--- src/abu_params.svh ---
// constants of the address breakpoint unit: offsets, fields, resets, vectors
`ifndef ABU_PARAMS_SVH
`define ABU_PARAMS_SVH

// ----------------------------------------------------------------------
// register offsets
// ----------------------------------------------------------------------
`define ABU_ADDR_W            8
`define ABU_OFF_STATUS_CTRL   8'h00
`define ABU_OFF_ADDR_HIGH     8'h01
`define ABU_OFF_ADDR_LOW      8'h02
`define ABU_OFF_FLAG_CTRL     8'h03

// ----------------------------------------------------------------------
// field positions
// ----------------------------------------------------------------------
`define ABU_BIT_ARM           7
`define ABU_BIT_ACTIVE        6
`define ABU_BIT_FLAG_CLR_EN   7

// ----------------------------------------------------------------------
// reset values and vectors
// ----------------------------------------------------------------------
`define ABU_RST_BYTE          8'h00
`define ABU_RST_WORD          16'h0000
`define ABU_VEC_USER          16'hFFFC
`define ABU_VEC_MONITOR       16'hFEFC

`endif

--- src/abu_pkg.sv ---
// types shared by the address breakpoint unit
`default_nettype none
`include "abu_params.svh"

package abu_pkg;

   // ----------------------------------------------------------------------
   // break sequencing states
   // ----------------------------------------------------------------------
   typedef enum logic [1:0] {
      ST_IDLE,
      ST_PENDING,
      ST_IN_BREAK
   } abu_state_e_t;

   // ----------------------------------------------------------------------
   // register port request
   // ----------------------------------------------------------------------
   typedef struct packed {
      logic [`ABU_ADDR_W-1:0] addr;
      logic [7:0]             wdata;
      logic                   wr;
      logic                   rd;
   } abu_bus_req_t;

   // ----------------------------------------------------------------------
   // cpu and integration unit status
   // ----------------------------------------------------------------------
   typedef struct packed {
      logic [15:0] addr;
      logic        from_pc;
      logic        swi_loaded;
      logic        rti_exec;
      logic        monitor_mode;
      logic        wait_mode;
      logic        stop_mode;
   } abu_cpu_t;

   // ----------------------------------------------------------------------
   // complete state of the unit
   // ----------------------------------------------------------------------
   typedef struct packed {
      abu_state_e_t st;
      logic         arm;
      logic         active;
      logic         suppress;
      logic [7:0]   addr_hi;
      logic [7:0]   addr_lo;
      logic         flag_clr_en;
      logic [7:0]   rd_data;
      logic [15:0]  vector;
      logic         tv_s1;
      logic         tv_s2;
   } abu_regs_t;

endpackage

`default_nettype wire

--- src/abu_match.sv ---
// address comparator of the address breakpoint unit
`timescale 1ns/10ps
`default_nettype none

module abu_match
(
   input  wire logic [15:0] cpu_addr_in,
   input  wire logic [15:0] break_addr_in,
   input  wire logic        arm_in,
   input  wire logic        from_pc_in,
   input  wire logic        low_power_in,
   output logic             hit_out
);

   // ----------------------------------------------------------------------
   // qualified full 16-bit compare
   // ----------------------------------------------------------------------
   // data accesses never count, only program counter addresses
   // the bus is frozen in wait and stop, so no hit there
   assign hit_out = arm_in && from_pc_in && !low_power_in
                    && (cpu_addr_in == break_addr_in);

endmodule

`default_nettype wire

--- src/abu_top.sv ---
// address breakpoint unit: registers, break sequencing and side controls
// --------------------------------------------------------------------------
// --------------------------------------------------------------------------
//
// Added by the designer: the address map and the strobed register port.
`timescale 1ns/10ps
`default_nettype none
`include "abu_params.svh"

module abu_top
(
   input  wire logic                 clk_in,
   input  wire logic                 arst_n_in,
   input  wire abu_pkg::abu_bus_req_t bus_in,
   output logic [7:0]                rd_data_out,
   input  wire abu_pkg::abu_cpu_t    cpu_in,
   input  wire logic                 test_voltage_in,
   output logic                      breakpoint_request_out,
   output logic                      software_trap_instr_out,
   output logic [15:0]               vector_addr_out,
   output logic                      in_break_out,
   output logic                      timer_halt_out,
   output logic                      watchdog_disable_out,
   output logic                      flag_clear_allowed_out
);

   // ----------------------------------------------------------------------
   // state and decode
   // ----------------------------------------------------------------------
   abu_pkg::abu_regs_t r_r;
   abu_pkg::abu_regs_t r_nxt;
   logic               hit;
   logic               wr_scr;
   logic               wr_hi;
   logic               wr_lo;
   logic               wr_fcr;
   logic               sw_set;
   logic               sw_clr;
   logic [7:0]         rd_mux;

   assign wr_scr = bus_in.wr && (bus_in.addr == `ABU_OFF_STATUS_CTRL);
   assign wr_hi  = bus_in.wr && (bus_in.addr == `ABU_OFF_ADDR_HIGH);
   assign wr_lo  = bus_in.wr && (bus_in.addr == `ABU_OFF_ADDR_LOW);
   assign wr_fcr = bus_in.wr && (bus_in.addr == `ABU_OFF_FLAG_CTRL);
   assign sw_set = wr_scr && bus_in.wdata[`ABU_BIT_ACTIVE];
   assign sw_clr = wr_scr && !bus_in.wdata[`ABU_BIT_ACTIVE];

   // ----------------------------------------------------------------------
   // comparator
   // ----------------------------------------------------------------------
   // a hit already taken stays blocked until an address byte is rewritten
   abu_match u_match
   (
      .cpu_addr_in   (cpu_in.addr),
      .break_addr_in ({r_r.addr_hi, r_r.addr_lo}),
      .arm_in        (r_r.arm && !r_r.active && !r_r.suppress),
      .from_pc_in    (cpu_in.from_pc),
      .low_power_in  (cpu_in.wait_mode || cpu_in.stop_mode),
      .hit_out       (hit)
   );

   // ----------------------------------------------------------------------
   // read multiplexer
   // ----------------------------------------------------------------------
   always_comb
   begin
      unique case (bus_in.addr)
         `ABU_OFF_STATUS_CTRL: rd_mux = {r_r.arm, r_r.active, 6'h00};
         `ABU_OFF_ADDR_HIGH:   rd_mux = r_r.addr_hi;
         `ABU_OFF_ADDR_LOW:    rd_mux = r_r.addr_lo;
         `ABU_OFF_FLAG_CTRL:   rd_mux = {r_r.flag_clr_en, 7'h00};
         default:              rd_mux = 8'h00;
      endcase
   end

   // ----------------------------------------------------------------------
   // next state
   // ----------------------------------------------------------------------
   always_comb
   begin
      r_nxt = r_r;
      // test voltage arrives from a pin, two stages before use
      r_nxt.tv_s1 = test_voltage_in;
      r_nxt.tv_s2 = r_r.tv_s1;
      // read data stand for exactly the cycle after the strobe
      r_nxt.rd_data = bus_in.rd ? rd_mux : 8'h00;
      // vector follows the mode so it is ready when the trap fetches it
      r_nxt.vector = cpu_in.monitor_mode ? `ABU_VEC_MONITOR : `ABU_VEC_USER;

      if (wr_scr)
      begin
         r_nxt.arm = bus_in.wdata[`ABU_BIT_ARM];
      end
      if (wr_hi)
      begin
         r_nxt.addr_hi = bus_in.wdata;
      end
      if (wr_lo)
      begin
         r_nxt.addr_lo = bus_in.wdata;
      end
      if (wr_fcr)
      begin
         r_nxt.flag_clr_en = bus_in.wdata[`ABU_BIT_FLAG_CLR_EN];
      end

      // a rewritten address frees the comparator for the next break
      if (wr_hi || wr_lo)
      begin
         r_nxt.suppress = 1'b0;
      end

      // software clear first, so a hit in the same cycle wins
      if (sw_clr)
      begin
         r_nxt.active = 1'b0;
      end
      if (hit || sw_set)
      begin
         r_nxt.active = 1'b1;
      end
      if (hit)
      begin
         // same address keeps matching after exit; block it
         r_nxt.suppress = 1'b1;
      end

      unique case (r_r.st)
         abu_pkg::ST_IDLE:
         begin
            if (hit || sw_set)
            begin
               r_nxt.st = abu_pkg::ST_PENDING;
            end
         end
         abu_pkg::ST_PENDING:
         begin
            // held until the integration unit has substituted the trap
            if (cpu_in.swi_loaded)
            begin
               r_nxt.st = abu_pkg::ST_IN_BREAK;
            end
         end
         abu_pkg::ST_IN_BREAK:
         begin
            if (cpu_in.rti_exec)
            begin
               r_nxt.st = abu_pkg::ST_IDLE;
            end
         end
      endcase
   end

   // ----------------------------------------------------------------------
   // state register
   // ----------------------------------------------------------------------
   always_ff @(posedge clk_in or negedge arst_n_in)
   begin
      if (!arst_n_in)
      begin
         r_r.st          <= abu_pkg::ST_IDLE;
         r_r.arm         <= 1'b0;
         r_r.active      <= 1'b0;
         r_r.suppress    <= 1'b0;
         r_r.addr_hi     <= `ABU_RST_BYTE;
         r_r.addr_lo     <= `ABU_RST_BYTE;
         r_r.flag_clr_en <= 1'b0;
         r_r.rd_data     <= `ABU_RST_BYTE;
         r_r.vector      <= `ABU_VEC_USER;
         r_r.tv_s1       <= 1'b0;
         r_r.tv_s2       <= 1'b0;
      end
      else
      begin
         r_r <= r_nxt;
      end
   end

   // ----------------------------------------------------------------------
   // outputs
   // ----------------------------------------------------------------------
   // the live hit joins the request so an opcode fetch is caught at the
   // boundary in front of it; an operand hit waits for the next boundary
   assign breakpoint_request_out = (r_r.st == abu_pkg::ST_PENDING)
                                   || ((r_r.st == abu_pkg::ST_IDLE) && hit);
   assign software_trap_instr_out = breakpoint_request_out && cpu_in.swi_loaded;
   assign vector_addr_out        = r_r.vector;
   assign rd_data_out            = r_r.rd_data;
   assign in_break_out           = (r_r.st == abu_pkg::ST_IN_BREAK);
   assign timer_halt_out         = in_break_out;
   assign watchdog_disable_out   = in_break_out && r_r.tv_s2;
   assign flag_clear_allowed_out = !in_break_out || r_r.flag_clr_en;
endmodule

`default_nettype wire

--- config.mk ---
export PLATFORM = sky130hd
export DESIGN_NAME = abu_top
export DESIGN_NICKNAME = d
export VERILOG_FILES = /design/src/abu_pkg.sv /design/src/abu_match.sv /design/src/abu_top.sv
export VERILOG_INCLUDE_DIRS = /design/src
export SDC_FILE = /design/constraint.sdc
export NUM_CORES = 1
export LEC_CHECK = 0
export BUFFER_PORTS_ARGS = -buffer_cell sky130_fd_sc_hd__buf_2
export CAP_MARGIN = 20
export CORE_AREA = 2 2 68 70
export CTS_CLUSTER_DIAMETER = 80
export DETAILED_ROUTE_END_ITERATION = 8
export DIE_AREA = 0 0 70 72
export PLACE_DENSITY = 0.73
export SYNTH_ARGS = -nofsm -noshare
export SYNTH_HDL_FRONTEND = slang
export SYNTH_SLANG_ARGS = --single-unit
--- constraint.sdc ---
create_clock -name clk_in -period 5.24 [get_ports clk_in]
set_input_delay 1.048 -clock clk_in [delete_from_list [all_inputs] [get_ports clk_in]]
set_output_delay 1.048 -clock clk_in [all_outputs]
set_load 0.005 [all_outputs]
==> qor.csv <==
metric,value,unit
Max-Slew Margin vs Limit,51.88,%
Post-synth EDFFs,0,
min Tclk post-route,3.437,ns
Most used DFF post-synth,dfrtp_1,
cts bufs inserted,5,
GP Congestion,0.7966,
Power Density,300.4,nW/um2
status,completed,
First DRT Iteration DRCs,47,
Yosys cell types,43,
GRT overflow,0,
DR vias/cell,4.952,
FF/Latch Area,827.0,um2
Worst-Margin Slew,0.7218,ns
Worst EP arrival,2.39,ns
Worst setup EP type,output pin,
Critical Path Most Common Cell,buf_2,
Fin. Hold Viols,0,
Synth area leaders,"dfrtp_1 43%, buf_4 10%, mux2_2 6.0%, xor2_1 5.6%, mux2_1 4.8%",
placed insts,263,
Rows,24,
instance count of the mapped netlist,169,
critical path startpoint category,primary input,
RSZ-0062 raised after global routing,false,
Finished Layout Cells,271,
Worst Skew,0.006526,ns
clock latency on the worst-skew pair,0.28,ns
WP buf/inv,2,
Max clock buf depth,2,
Port Buffer Count,57,
PnR worst setup slack,1.803,ns
first-pass GRT wire length,5982,um
n_diodes,0,
TritonCTS clock tree,yes,
ys async rst share,100.0,%
H-tree depth,2,
post-synth top area share,42.61,%
P&R area growth vs syn,15.31,%
initial antenna violation count,0,
setup TNS,0,ns
Setup CP Type,primary input to output pin,
Post-CTS Setup Inserts,0,
Max Fclk,291.0,MHz
Nets,265,
DP HPWL,2839,um
Fillers,410,
yosys warns,0,
post-cts gate resize count,0,
die area,5040,um2
final core utilization,50.82,%
Leak,1.130,nW
area of the multi-input gates,873.3,um2
core area,4264,um2
DRC viols,0,
final period utilization,65.59,%
CTS root buf,clkbuf_8,
pin count of the biggest net entering global routing,34,
vias post-DR,1342,
"Max FO, Critical Path",6,
Die Wd,70,um
I/O pin count,73,
Max Cap Violations,0,
layout cells sized above 1,37.90,%
post-route cell area,2167,um2
Mapped Area,1879,um2
drt pass-1 iters,4,
CTS Hold Bufs,0,
Yosys top cell by area,dfrtp_1,
worst hold path class,flip-flop to flip-flop,
Setup WS pre-CTS,1.756,ns
register area share after synthesis,44.01,%
Die Y,72,um
CP required,4.19,ns
antenna-violating nets left,0,
syn avg cell area,11.12,um2
drt total wl,3561,um
vias in the first global route,1291,
number of synthesized register bits,33,
VDD IR max,0.1407,mV
clock-pin slew on the worst setup and hold paths,0.06,ns
CP peak stage delay,0.35,ns
Max Slew Vio Count,0,
crit-path cells,"buf_2, xor2_1, nor4_1, nand3_1, nor3_1, or2_2, buf_2",
initial core utilization,44.07,%
clk sinks,33,
GRT Util Overall,15.33,%
routed len/inst,13.14,um
final setup fails,0,
Worst path slowest cell,nor4_1,
"Cell Area, Placed",2077,um2
Worst path top cell family by delay,simple AND/OR/NAND/NOR gates,
-- per-stage QoR --
stage / hold slack, ns / total power, mW
2_1_floorplan: 0.3312 / 0.4134
3_3_place_gp: 0.3341 / 0.4584
3_5_place_dp: 0.3370 / 0.4648
4_1_cts: 0.3515 / 0.6607
5_1_grt: 0.3726 / 0.6969
6_report: 0.3484 / 0.6509
-- routing by layer --
metal / global-route usage [%] / vias up / part of all wire, %
met2: 24.23 / 52 / 48
met5: 0 / - / 0
li1: - / 648 / -
met1: 20.38 / 635 / 44
met3: 5.417 / 7 / 7.5
met4: 3.846 / 0 / 1.2
-- synth_stat cells, types with 2 or more instances --
| cell type | number |
|---|---|
| dfrtp_1 | 32 |
| nor2_1 | 9 |
| inv_1 | 7 |
| nand2_1 | 4 |
| nor4b_2 | 2 |
| conb_1 | 2 |
| nor3_1 | 2 |
| xnor2_1 | 4 |
| xor2_1 | 12 |
| mux2_2 | 10 |
| nand4_1 | 2 |
| and3_1 | 2 |
| nand3_1 | 5 |
| a22oi_1 | 6 |
| mux2i_1 | 3 |
| o22ai_1 | 2 |
| buf_4 | 25 |
| and2_1 | 2 |
| o21ai_0 | 2 |
| ha_1 | 4 |
| nor4_1 | 3 |
| mux2_1 | 8 |
-- registers in the layout, summed over array words and instances (netlist names) --
name / count
r_nxt: 1
r_r: 23
rd_data_out: 8
vector_addr_out: 1
-- area by class of cell --
class                      count  area share [%]
clock buffer                   8           4.157
tap                           52           3.002
inverter                       7           1.212
multi-input combinational    114           40.30
sequential                    33           38.16
timing repair buffer          57           13.16
-- cell usage in the layout (no fill, tap or decap), drive strengths merged, types with 2 or more instances in the layout --
cell type	synthesis	layout
buf	26	57
dfrtp	32	32
mux2	18	18
conb	2	15
xor2	12	12
nor2	10	10
clkbuf	2	8
inv	7	7
a22oi	6	6
nand3	5	5
nand2	4	4
xnor2	4	4
ha	4	4
nor4	4	4
mux2i	3	3
nor4b	2	2
nand4	2	2
nor3	2	2
and2	2	2
and3	2	2
o22ai	2	2
o21ai	2	2
or2	2	2
-- worst paths after layout --
path                                     endpoint  startpoint  cells past startpoint  slack, ns
hold / removal                             r_r[0]    r_nxt[0]                      0       0.35
setup / recovery           breakpoint_request_out  cpu_in[16]                      7       1.80
max in group asynchronous                 r_r[45]   arst_n_in                      1       3.96
setup reg to reg                          r_r[46]     r_r[37]                      5       3.38
hold reg to reg                            r_r[0]    r_nxt[0]                      0       0.35
min in group asynchronous                 r_r[29]   arst_n_in                      1       0.82
-- logic make-up after synthesis --
logic type | after synthesis | synth area share (%)
AOI/OAI and AO/OA | 16 | 6.258
xor gates and xnor gates | 16 | 7.456
adders and majority gates | 4 | 2.663
buffers and inverters | 35 | 12.12
DFF | 33 | 44.01
muxes | 22 | 13.58
other | 2 | 0.3996
and+or+nand+nor | 41 | 13.52
-- report_power, final --
part	switching, mW	internal (mW)
sequential	0.0185	0.272
combinational	0.0841	0.0827
clock	0.0863	0.107
Note: power is estimated with default switching activity, not from simulation.
